===== config.mk =====
export PLATFORM = sky130hd
export DESIGN_NAME = two_wire_bus_signalling
export DESIGN_NICKNAME = d
export VERILOG_FILES = /design/src/rtl/two_wire_pkg.sv /design/src/rtl/two_wire_bus_signalling.sv
export VERILOG_INCLUDE_DIRS = /design/src /design/src/rtl
export SDC_FILE = /design/constraint.sdc
export NUM_CORES = 1
export LEC_CHECK = 0
export BUFFER_PORTS_ARGS = -buffer_cell sky130_fd_sc_hd__buf_2
export CORE_ASPECT_RATIO = 0.75
export CORE_MARGIN = 2
export CORE_UTILIZATION = 30
export CTS_BUF_LIST = sky130_fd_sc_hd__clkbuf_4 sky130_fd_sc_hd__clkbuf_8 sky130_fd_sc_hd__clkbuf_16
export DETAILED_ROUTE_END_ITERATION = 6
export GPL_TIMING_DRIVEN = 0
export PLACE_DENSITY_LB_ADDON = 0.15
export SYNTH_ARGS = -nofsm -noshare
export SYNTH_HDL_FRONTEND = slang
export SYNTH_SLANG_ARGS = --single-unit

===== constraint.sdc =====
create_clock -name pclk -period 4.81 [get_ports pclk]
set_input_delay 1.443 -clock pclk [delete_from_list [all_inputs] [get_ports pclk]]
set_output_delay 1.443 -clock pclk [all_outputs]
set_load 0.005 [all_outputs]

===== src/rtl/two_wire_cfg.svh =====
// Purpose: Offsets, field positions, reset values and timing counts of the two-wire unit.
// Assumes: APB byte addresses, one 32-bit word per register.
// Notes:   Definitions only.
`ifndef TWO_WIRE_CFG_SVH
`define TWO_WIRE_CFG_SVH

`define TW_OFF_BUF      8'h00
`define TW_OFF_CTL1     8'h04
`define TW_OFF_CTL3     8'h08
`define TW_OFF_FLAGS    8'h0C
`define TW_OFF_CMD      8'h10
`define TW_OFF_OWN      8'h14

`define TW_C1_WCOL      7
`define TW_C1_OVF       6
`define TW_C1_EN        5
`define TW_C1_REL       4
`define TW_C1_MST       3
`define TW_C3_NACK      0
`define TW_CMD_START    0
`define TW_CMD_RESTART  1
`define TW_CMD_STOP     2
`define TW_CMD_RECV     3

`define TW_OWN_RESET    7'h00
`define TW_CLK_NS       5
`define TW_QTR_NS       2500
`define TW_QTR_CYC      ((`TW_QTR_NS + `TW_CLK_NS - 1) / `TW_CLK_NS)
`define TW_QW           10

`endif


===== src/rtl/two_wire_pkg.sv =====
// Purpose: Types shared by the two-wire unit.
// Assumes: Constants come from two_wire_cfg.svh.
// Notes:   State of the unit is one packed struct, apart from the hold and output-enable flops.
package two_wire_pkg;
   typedef enum logic [3:0] {
      M_IDLE, M_STA1, M_STA2, M_LOW, M_HIGH, M_HOLD, M_STO1, M_STO2, M_STO3, M_RS1, M_RS2
   } mst_t;
   typedef enum logic [2:0] {S_IDLE, S_ADDR, S_RX, S_TX, S_WAIT} slv_t;
   typedef struct packed {
      logic [2:0]  scl_sy;
      logic [2:0]  sda_sy;
      logic        scl_f;
      logic        sda_f;
      mst_t        mst;
      logic [9:0]  qcnt;
      logic [3:0]  mbit;
      logic [7:0]  msh;
      logic        mrx;
      logic        mscl;
      logic        msda;
      slv_t        slv;
      logic [3:0]  sbit;
      logic [7:0]  ssh;
      logic        ssda;
      logic        sscl;
      logic        srw;
      logic [7:0]  buf_q;
      logic        full;
      logic        wcol;
      logic        ovf;
      logic        en;
      logic        rel;
      logic        mst_en;
      logic        nack_next;
      logic [6:0]  own;
      logic        arb;
      logic        mis;
      logic        nack_rx;
      logic        sto;
      logic        sta;
      logic        busy;
      logic [31:0] prdata;
      logic        pready;
      logic        pslverr;
   } state_t;
endpackage


===== src/rtl/two_wire_bus_signalling.sv =====
// Purpose: Two-wire bus unit with master and slave engines behind an APB slave.
// Assumes: Bus lines are open drain with pull-ups; pclk is 200 MHz.
// Notes:   APB outputs are taken straight from the state register; the line enables come from their own flops.
`timescale 1ns/10ps
`include "two_wire_cfg.svh"

module two_wire_bus_signalling
   import two_wire_pkg::*;
(
   input  wire logic        pclk,
   input  wire logic        presetn,
   input  wire logic        psel,
   input  wire logic        penable,
   input  wire logic        pwrite,
   input  wire logic [7:0]  paddr,
   input  wire logic [31:0] pwdata,
   output logic [31:0]      prdata,
   output logic             pready,
   output logic             pslverr,
   input  wire logic        scl_i,
   output logic             scl_o,
   output logic             scl_oe,
   input  wire logic        sda_i,
   output logic             sda_o,
   output logic             sda_oe
);

   localparam logic [9:0] QLAST = 10'(`TW_QTR_CYC - 1);
   localparam logic [9:0] QHALF = 10'(`TW_QTR_CYC / 2);

   state_t q;
   state_t d;
   logic   nscl;
   logic   nsda;
   logic   scl_rise;
   logic   scl_fall;
   logic   start_det;
   logic   stop_det;
   logic   tick;
   logic   acc;
   logic   hold_q;
   logic   oe_scl_q;
   logic   oe_sda_q;

   function automatic logic hit(input logic [7:0] a, input logic [7:0] off);
      return a == off;
   endfunction

   // A change counts once the second and third stages agree.
   assign nscl      = (q.scl_sy[1] == q.scl_sy[2]) ? q.scl_sy[2] : q.scl_f;
   assign nsda      = (q.sda_sy[1] == q.sda_sy[2]) ? q.sda_sy[2] : q.sda_f;
   assign scl_rise  = nscl & ~q.scl_f;
   assign scl_fall  = ~nscl & q.scl_f;
   assign start_det = q.scl_f & nscl & q.sda_f & ~nsda;
   assign stop_det  = q.scl_f & nscl & ~q.sda_f & nsda;
   assign tick      = q.qcnt == QLAST;
   assign acc       = psel & penable;

   always_comb begin
      d = q;
      d.pready  = 1'b1;
      d.pslverr = 1'b0;
      d.scl_sy  = {q.scl_sy[1:0], scl_i};
      d.sda_sy  = {q.sda_sy[1:0], sda_i};
      d.scl_f   = nscl;
      d.sda_f   = nsda;
      d.qcnt    = q.qcnt + 10'h001;

      // Register read data is prepared in the setup cycle.
      if (psel && !penable) begin
         d.prdata  = 32'h0000_0000;
         d.pslverr = 1'b0;
         if (hit(paddr, `TW_OFF_BUF)) begin
            d.prdata[7:0] = q.buf_q;
         end else if (hit(paddr, `TW_OFF_CTL1)) begin
            d.prdata[7:0] = {q.wcol, q.ovf, q.en, q.rel, q.mst_en, 3'h0};
         end else if (hit(paddr, `TW_OFF_CTL3)) begin
            d.prdata[7:0] = {7'h00, q.nack_next};
         end else if (hit(paddr, `TW_OFF_FLAGS)) begin
            d.prdata[7:0] = {q.arb, q.mis, q.nack_rx, q.sto, q.sta, q.srw, q.busy, q.full};
         end else if (hit(paddr, `TW_OFF_CMD)) begin
            d.prdata[7:0] = {4'h0, q.mst};
         end else if (hit(paddr, `TW_OFF_OWN)) begin
            d.prdata[7:0] = {1'b0, q.own};
         end else begin
            d.pslverr = 1'b1;
         end
      end else if (acc) begin
         d.pslverr = q.pslverr;
      end

      // Register writes and read side effects take place in the access cycle.
      if (acc && !pwrite && hit(paddr, `TW_OFF_BUF)) begin
         d.full = 1'b0;
      end
      if (acc && pwrite) begin
         if (hit(paddr, `TW_OFF_BUF)) begin
            if (q.mst != M_IDLE && q.mst != M_HOLD) begin
               d.wcol = 1'b1;
            end else begin
               d.buf_q = pwdata[7:0];
               if (q.mst == M_HOLD) begin
                  d.msh  = pwdata[7:0];
                  d.mrx  = 1'b0;
                  d.mbit = 4'h0;
                  d.mst  = M_LOW;
               end
            end
         end else if (hit(paddr, `TW_OFF_CTL1)) begin
            d.wcol   = q.wcol & pwdata[`TW_C1_WCOL];
            d.ovf    = q.ovf & pwdata[`TW_C1_OVF];
            d.en     = pwdata[`TW_C1_EN];
            d.rel    = pwdata[`TW_C1_REL];
            d.mst_en = pwdata[`TW_C1_MST];
         end else if (hit(paddr, `TW_OFF_CTL3)) begin
            d.nack_next = pwdata[`TW_C3_NACK];
         end else if (hit(paddr, `TW_OFF_FLAGS)) begin
            d.arb     = q.arb & ~pwdata[7];
            d.mis     = q.mis & ~pwdata[6];
            d.nack_rx = q.nack_rx & ~pwdata[5];
            d.sto     = q.sto & ~pwdata[4];
            d.sta     = q.sta & ~pwdata[3];
         end else if (hit(paddr, `TW_OFF_OWN)) begin
            d.own = pwdata[6:0];
         end else if (hit(paddr, `TW_OFF_CMD)) begin
            if (pwdata[`TW_CMD_START]) begin
               // A new message starts only on an idle bus, else wcol is set; the buffer holds address and direction.
               if (q.mst == M_IDLE && q.mst_en && q.en && !q.busy && nscl && nsda) begin
                  d.mst  = M_STA1;
                  d.msh  = q.buf_q;
                  d.mrx  = 1'b0;
                  d.qcnt = 10'h000;
               end else begin
                  d.wcol = 1'b1;
               end
            end else if (q.mst == M_HOLD) begin
               d.qcnt = 10'h000;
               if (pwdata[`TW_CMD_RESTART]) begin
                  d.mst = M_RS1;
               end else if (pwdata[`TW_CMD_STOP]) begin
                  d.mst = M_STO1;
               end else if (pwdata[`TW_CMD_RECV]) begin
                  d.mrx  = 1'b1;
                  d.mbit = 4'h0;
                  d.mst  = M_LOW;
               end
            end else begin
               d.wcol = 1'b1;
            end
         end
      end

      // Master bit engine, one quarter period per phase.
      case (q.mst)
         M_IDLE: begin
            d.qcnt = 10'h000;
            d.mscl = 1'b0;
            d.msda = 1'b0;
         end
         M_STA1: begin
            d.msda = 1'b1;
            if (tick) begin
               d.mst  = M_STA2;
               d.mscl = 1'b1;
               d.qcnt = 10'h000;
            end
         end
         M_STA2: begin
            if (tick) begin
               d.mst  = M_LOW;
               d.mbit = 4'h0;
               d.qcnt = 10'h000;
            end
         end
         M_LOW: begin
            d.mscl = 1'b1;
            if (q.qcnt == QHALF) begin
               // Data moves only in the middle of the low phase.
               if (q.mbit == 4'h8) begin
                  d.msda = q.mrx & ~q.nack_next;
               end else begin
                  d.msda = ~q.mrx & ~q.msh[7];
               end
            end
            if (tick) begin
               d.mst  = M_HIGH;
               d.mscl = 1'b0;
               d.qcnt = 10'h000;
            end
         end
         M_HIGH: begin
            if (!nscl) begin
               d.qcnt = 10'h000;
            end else begin
               if (scl_rise) begin
                  if (q.mbit != 4'h8) begin
                     d.msh = {q.msh[6:0], nsda};
                     if (!q.mrx && !q.msda && !nsda) begin
                        d.arb  = 1'b1;
                        d.msda = 1'b0;
                        d.mscl = 1'b0;
                        d.mst  = M_IDLE;
                     end
                  end else if (!q.mrx) begin
                     d.nack_rx = nsda;
                  end
               end
               if (tick) begin
                  d.mscl = 1'b1;
                  d.qcnt = 10'h000;
                  if (q.mbit == 4'h8) begin
                     d.mst = M_HOLD;
                     if (q.mrx) begin
                        d.buf_q = q.msh;
                        d.full  = 1'b1;
                        d.ovf   = q.ovf | q.full;
                     end
                  end else begin
                     d.mbit = q.mbit + 4'h1;
                     d.mst  = M_LOW;
                  end
               end
            end
         end
         M_HOLD: begin
            d.mscl = 1'b1;
         end
         M_STO1: begin
            d.mscl = 1'b1;
            d.msda = 1'b1;
            if (tick) begin
               d.mst  = M_STO2;
               d.mscl = 1'b0;
               d.qcnt = 10'h000;
            end
         end
         M_STO2: begin
            if (!nscl) begin
               d.qcnt = 10'h000;
            end else if (tick) begin
               d.mst  = M_STO3;
               d.msda = 1'b0;
               d.qcnt = 10'h000;
            end
         end
         M_STO3: begin
            if (tick) begin
               d.mst = M_IDLE;
            end
         end
         M_RS1: begin
            d.mscl = 1'b1;
            d.msda = 1'b0;
            if (tick) begin
               d.mst  = M_RS2;
               d.mscl = 1'b0;
               d.qcnt = 10'h000;
            end
         end
         M_RS2: begin
            if (!nscl) begin
               d.qcnt = 10'h000;
            end else if (tick) begin
               d.mst  = M_STA1;
               d.qcnt = 10'h000;
            end
         end
         default: begin
            d.mst = M_IDLE;
         end
      endcase

      // Slave engine driven by the sampled bus edges.
      if (scl_rise && q.slv != S_IDLE && q.slv != S_WAIT) begin
         if (q.sbit != 4'h8) begin
            d.ssh = {q.ssh[6:0], nsda};
            if (q.slv == S_TX && !q.ssda && !nsda) begin
               d.mis = 1'b1;
            end
         end else if (q.slv == S_TX) begin
            d.nack_rx = nsda;
            if (nsda) begin
               d.slv = S_WAIT;
            end
         end
      end
      if (scl_fall && q.slv != S_IDLE && q.slv != S_WAIT) begin
         // The clock fall that closes a Start condition carries no bit.
         if (q.sbit == 4'hF) begin
            d.sbit = 4'h0;
         end else if (q.sbit == 4'h7) begin
            d.sbit = 4'h8;
            d.ssda = 1'b0;
            if (q.slv == S_ADDR) begin
               if (q.ssh[7:1] == q.own) begin
                  d.ssda = 1'b1;
                  d.srw  = q.ssh[0];
               end else begin
                  d.slv = S_WAIT;
               end
            end else if (q.slv == S_RX) begin
               if (q.full) begin
                  d.ovf = 1'b1;
               end else begin
                  d.buf_q = q.ssh;
                  d.full  = 1'b1;
                  d.ssda  = 1'b1;
               end
            end
         end else if (q.sbit == 4'h8) begin
            d.sbit = 4'h0;
            d.ssda = 1'b0;
            if ((q.slv == S_ADDR && q.srw) || q.slv == S_TX) begin
               d.slv  = S_TX;
               d.sscl = 1'b1;
               d.rel  = 1'b0;
            end else begin
               d.slv = S_RX;
            end
         end else begin
            d.sbit = q.sbit + 4'h1;
            if (q.slv == S_TX) begin
               d.ssda = ~q.ssh[7];
            end
         end
      end
      if (q.sscl && q.rel) begin
         d.ssh  = q.buf_q;
         d.full = 1'b0;
         d.ssda = ~q.buf_q[7];
         d.sscl = 1'b0;
      end
      if (start_det) begin
         d.sta  = 1'b1;
         d.busy = 1'b1;
         d.sbit = 4'hF;
         d.ssda = 1'b0;
         d.sscl = 1'b0;
         d.slv  = q.en ? S_ADDR : S_IDLE;
      end
      if (stop_det) begin
         d.sto  = 1'b1;
         d.busy = 1'b0;
         d.ssda = 1'b0;
         d.sscl = 1'b0;
         d.slv  = S_IDLE;
      end
      if (!q.en) begin
         d.mst  = M_IDLE;
         d.slv  = S_IDLE;
         d.mscl = 1'b0;
         d.msda = 1'b0;
         d.ssda = 1'b0;
         d.sscl = 1'b0;
      end
   end

   always_ff @(posedge pclk or negedge presetn) begin
      if (!presetn) begin
         q        <= '0;
         q.scl_sy <= 3'h7;
         q.sda_sy <= 3'h7;
         q.scl_f  <= 1'b1;
         q.sda_f  <= 1'b1;
         q.mst    <= M_IDLE;
         q.slv    <= S_IDLE;
         q.own    <= `TW_OWN_RESET;
         hold_q   <= 1'b0;
         oe_scl_q <= 1'b0;
         oe_sda_q <= 1'b0;
      end else begin
         q        <= d;
         hold_q   <= d.sscl & ~d.rel;
         oe_scl_q <= d.mscl | d.sscl;
         oe_sda_q <= d.msda | d.ssda;
      end
   end

   assign prdata  = q.prdata;
   assign pready  = q.pready;
   assign pslverr = q.pslverr;
   assign scl_o   = 1'b0;
   assign sda_o   = 1'b0;
   assign scl_oe  = oe_scl_q;
   assign sda_oe  = oe_sda_q;

   AST_SYNC_AGREE: assert property (@(posedge pclk) disable iff (!presetn)
      (q.scl_f != $past(q.scl_f)) |-> $past(q.scl_sy[1]) == $past(q.scl_sy[2]))
      else $error("clock level changed without two agreeing stages");
   AST_START_FLAG: assert property (@(posedge pclk) disable iff (!presetn)
      start_det |=> q.sta && q.busy)
      else $error("start condition not flagged");
   AST_STOP_FLAG: assert property (@(posedge pclk) disable iff (!presetn)
      stop_det |=> q.sto && !q.busy)
      else $error("stop condition not flagged");
   AST_HIGH_STABLE: assert property (@(posedge pclk) disable iff (!presetn)
      (q.mst == M_HIGH && $past(q.mst) == M_HIGH) |-> $stable(q.msda))
      else $error("master data moved while clock high");
   AST_CLOCK_WAIT: assert property (@(posedge pclk) disable iff (!presetn)
      (q.mst == M_HIGH && !nscl && q.en) |=> q.mst == M_HIGH && q.qcnt == 10'h000)
      else $error("master went on while clock held low");
   AST_ARB_RELEASE: assert property (@(posedge pclk) disable iff (!presetn)
      $rose(q.arb) |-> !q.msda && !q.mscl ##1 !sda_oe || q.ssda)
      else $error("losing master still drives");
   AST_SLAVE_ACK: assert property (@(posedge pclk) disable iff (!presetn)
      (scl_fall && q.slv == S_ADDR && q.sbit == 4'h7 && q.ssh[7:1] == q.own && q.en
       && !start_det && !stop_det) |=> q.ssda ##1 sda_oe)
      else $error("own address not acknowledged");
   AST_STRETCH: assert property (@(posedge pclk) disable iff (!presetn)
      (hold_q && !start_det && !stop_det && q.en && !(acc && pwrite)) |=> scl_oe)
      else $error("clock not held by unready slave");
   AST_NINE_SLOTS: assert property (@(posedge pclk) disable iff (!presetn)
      (q.mst == M_HIGH && q.mbit == 4'h8 && tick && nscl) |=> q.mst == M_HOLD)
      else $error("byte did not end after nine slots");

   COV_MASTER_START: cover property (@(posedge pclk) disable iff (!presetn)
      q.mst == M_STA1 ##1 q.mst == M_STA1);
   COV_SLAVE_TX: cover property (@(posedge pclk) disable iff (!presetn)
      q.slv == S_ADDR ##1 q.slv == S_TX);
   COV_ARB_LOST: cover property (@(posedge pclk) disable iff (!presetn) $rose(q.arb));
   COV_RESTART: cover property (@(posedge pclk) disable iff (!presetn)
      q.mst == M_RS2 ##1 q.mst == M_STA1);

endmodule


After elaboration in Yosys (flattened, before gate mapping)
Cells that the tools add are included.

$mul: 0. Add/sub/neg operators: 3. Divide/modulo/power cells: 0. Muxes and demuxes: 191. Shift-type cells: 0. $lt $le $gt $ge: 0. Equality and inequality tests: 53. Bitwise operators: 39. Reduce and logical (&&, ||, !) cells: 57.

Operators by type and width (number): 2-to-1 mux 27 bit (6); 2-to-1 mux 14 bit (8); 2-to-1 mux 8 bit (13); case mux 10 bit (9 select lines) (1); 2-to-1 mux 4 bit (22); 2-to-1 mux 1 bit (81); 2-to-1 mux 9 bit (9); 2-to-1 mux 10 bit (6); 2-to-1 mux 18 bit (3); 2-to-1 mux 13 bit (4); 2-to-1 mux 7 bit (7); 2-to-1 mux 12 bit (4); case mux 4 bit (10 select lines) (1); 2-to-1 mux 17 bit (2); 2-to-1 mux 3 bit (10); equality test 4 bit, second input constant (6); inequality test 2 bit, second input constant (11); equality test 4 x 3 -> 1 bit, second input constant (5); logical AND 1 bit (20); nonzero test 2 bit (10); NOT 1 bit (19); 2-to-1 mux 2 bit (9); AND 1 bit (17); equality test 8 x 4 -> 1 bit, second input constant (2); other kinds (37) (67).

Output and inout bits: 38. Memories kept: 0. Memory bits (writable): 0. Register bits: 95. Bits in read-only memories: 0. Latch bits: 0.

Longest topological paths before layout
Depth after elaboration: 22. Gate-level depth with buffers: 8.

Worst setup path before layout
Ideal clock, no wire load.

Path kind: input port to flip-flop. From: in paddr[3]. To: reg q[105] (netlist name). Required time: 4714 ps. Cell stages on the path: 6. Slack: 1860 ps. Library setup time: 96 ps. Arrival time: 2854 ps. Path through: buf_6 -> nor4_2 -> nand3_2 -> nor3_4 -> nand2_2 -> a311oi_2.

RTL lines: from (decl) (line two_wire_bus_signalling.sv:15) `input wire logic [7:0] paddr,`; to (decl) (line two_wire_bus_signalling.sv:31) `state_t q;`.

Worst setup path after layout
From: in paddr[5]. To: reg q[42] (netlist name).

Word-level cells in the longest chain between the ends: 3. Elaborated cells between the ends (all ways): 10. Those cells by class: eq/ne (4); bitwise (4); reduce/logical (2).

RTL lines: equality test 8 x 4 -> 1 bit, or another cell as far along (line two_wire_bus_signalling.sv:46) `return a == off;`; NOT 1 bit (no line); AND reduction 6 bit (no line) (*).

Mark *: on every way between the ends. The rest lies on a longest branch, timed or not. A chain may end at the register's enable or synchronous reset.

==> results.toml <==
[critical_path]
reg2regPathDepth = 6
worstSetupEndpointType = "flop"
required_ns = 5.06
crit_buf_inv = 1
crit_fanout = 9
cpPeakStageDelay_ns = 0.55
crit_chain = "buf_2, nor3_2, nand3_1, nor2_1, nand2_1, mux2_2"
crit_arrival_ns = 3.63
r2r_setup_slack_ns = 2.19
worst_r2r_endpoint = "q[100]$_DFF_PN0_"
cp_slowest_cell = "nor3_2"
critPathTopFamily = "simple AND/OR/NAND/NOR gates"
path_class = "primary input to flop"
regToRegStartpoint = "q[50]$_DFFE_PN0P_"
cp-start-kind = "primary input"

[layout]
drive_gt1_frac = 0.189
layout_commonest_cell = "dfrtp_1"
syn2layout_area_growth_pct = 14.6
final_cell_mix = "dfrtp_1 (87), nand2_1 (81), nor2_1 (70)"
postLayoutCoreUtil = 0.353
finalNetCount = 830
antennaDiodeCount = 0

[route]
drc = 0
finalWirelength_mm = 21.2
first_pass_iters = 6
dr.first_iter.drc_count = 576
vias = 5864
wl_per_cell_um = 19.9
postRouteAntennaNets = 0
vias_per_cell = 5.51

[run]
drv_cap = 0

[global_routing]
grt_max_degree = 70
grt_overflow = 0
grt_usage = 0.196
grt_pass1_wl_mm = 32.8
grt_pass1_vias = 5488
antenna_found_initial = 0

[power]
leakagePower_uw = 0.00293
power.density_nw_per_um2 = 256
power.total_uw = 1850
irDropWorstVdd_v = 0.000148

[floorplan]
pin_count = 85
die_w_um = 171
rows = 45
die-area_um2 = 22200
core_um2 = 20400
initial_utilization = 0.308
die_y_um = 130

[sta]
finalMaxSlewViolations = 0
fin_crit_sh = 0.702
setup_viol = 0
skew_ns = 0.0138
max_freq_mhz = 296
fin_ws_ns = 1.43
layout_min_cycle_time_ns = 3.38
tightest_slew_ns = 0.945
hold_violations = 0
rsz0062_at_grt = "no"
relSlewSlack = 0.365
timing.setup.tns_ns = 0
hold_ws_ns = 0.357

[clock_network]
cts_root_buf = "clkbuf_16"
cts_hold_buf = 0
htreeDepth = 3
clk_pin_slew_worst_paths_ns = 0.08
cts_tree = "yes"
clock_latency_ns = 0.37
cts.sinks = 95
post_cts_buffers = 0
cts_buffers = 9
cts_resized = 0
clk_path_buf_depth = 2

[logic_synthesis]
synthArstFlopShare = 1.00
seq_area_frac_synth = 0.379
synth_edf_count = 0
synth_flop_cell = "dfrtp_1"
ys_ff_latch = 95
syn_inst = 710
synth_area_um2 = 6300
yosys.cell_types.count = 89
avgSynthCellArea_um2 = 8.88
synth_warnings = 0

[placed_design]
place.port_buffers = 30
place_congestion = 0.898
pre_cts_ws_ns = 1.17
dp_hpwl_mm = 16.0

[min_path]
whs_path_depth = 0
hold_path_end = "d[113]$_DFF_PN1_"
worstHoldStart = "d[112]$_DFF_PN1_"
min_path_type = "flop to flop"

[status]
outcome = "complete, no violations"
## metal layers
metal	global-route usage	wire [µm]
met1	0.306	10700
met3	0.0357	1490
met2	0.276	8750
met4	0.0454	276
met5	0	0
## sequential cells by signal (all words and copies together) (netlist names)
signal	cells
sda_oe	1
prdata	8
pready	1
q	79
pslverr	1
scl_oe	1
d	4
## Yosys cell counts, types with 13 or more instances
| cell | count | share of area |
|---|---|---|
| o21ai_0 | 19 | 0.015 |
| nand2_1 | 81 | 0.048 |
| buf_4 | 37 | 0.044 |
| nor2_1 | 70 | 0.042 |
| a211oi_1 | 15 | 0.018 |
| o31ai_1 | 21 | 0.025 |
| inv_1 | 16 | 0.0095 |
| buf_2 | 16 | 0.013 |
| a21oi_1 | 25 | 0.020 |
| xnor2_1 | 13 | 0.018 |
| a31oi_1 | 22 | 0.022 |
| nand3_1 | 21 | 0.017 |
| dfrtp_1 | 87 | 0.35 |
| nand4_1 | 13 | 0.013 |
| mux2i_1 | 13 | 0.021 |
| clkbuf_1 | 19 | 0.011 |
## final cells by class
type	count	area, µm²
fill	2171	13200
multi-input combinational	544	3480
timing repair buffer	31	180
clock inverter	7	68.8
tap	282	353
buffer	78	460
clock buffer	9	225
sequential	95	2390
inverter	18	67.6
## per-stage QoR
| stage | instance area (µm²) | instances |
|---|---|---|
| after global routing | 7220 | 1064 |
| final | 7220 | 1064 |
| after CTS | 7220 | 1064 |
| after global placement | 6900 | 1047 |
| after detailed placement | 6930 | 1048 |
| after floorplan | 6400 | 735 |
## how the worst max path moves through the flow
stage,startpoint,end,depth (start not counted)
final,paddr[5],q[42]$_DFFE_PN0P_,6
after CTS,paddr[5],q[42]$_DFFE_PN0P_,6
after global routing,paddr[5],q[43]$_DFFE_PN0P_,6
after global placement,presetn,q[68]$_DFFE_PN0P_,1
after detailed placement,paddr[5],q[42]$_DFFE_PN0P_,6
after floorplan,paddr[3],q[105]$_DFF_PN0_,6
## report_power, final
group          internal, µW  switching (µW)
clock                   368             380
sequential              838            46.6
combinational          84.2             129
## logic make-up after synthesis
group / after synthesis / synth area share
other: 2 / 0.00119
adder cells (fa/ha/maj): 7 / 0.0135
AO/OA/AOI/OAI: 191 / 0.218
multiplexers: 24 / 0.0403
XOR/XNOR: 18 / 0.0250
flip-flops: 95 / 0.379
buffers and inverters: 96 / 0.0838
AND/OR/NAND/NOR: 277 / 0.239
## worst reg2reg max path, cell delays in order, from the launching register on
cell,delay (ns)
dfrtp_1,0.32
clkbuf_1,0.49
and3b_1,0.36
nand4_1,0.19
o22a_1,0.27
o311ai_2,0.73
nor2_1,0.12
No activity file was read; power rests on OpenSTA's default activity.
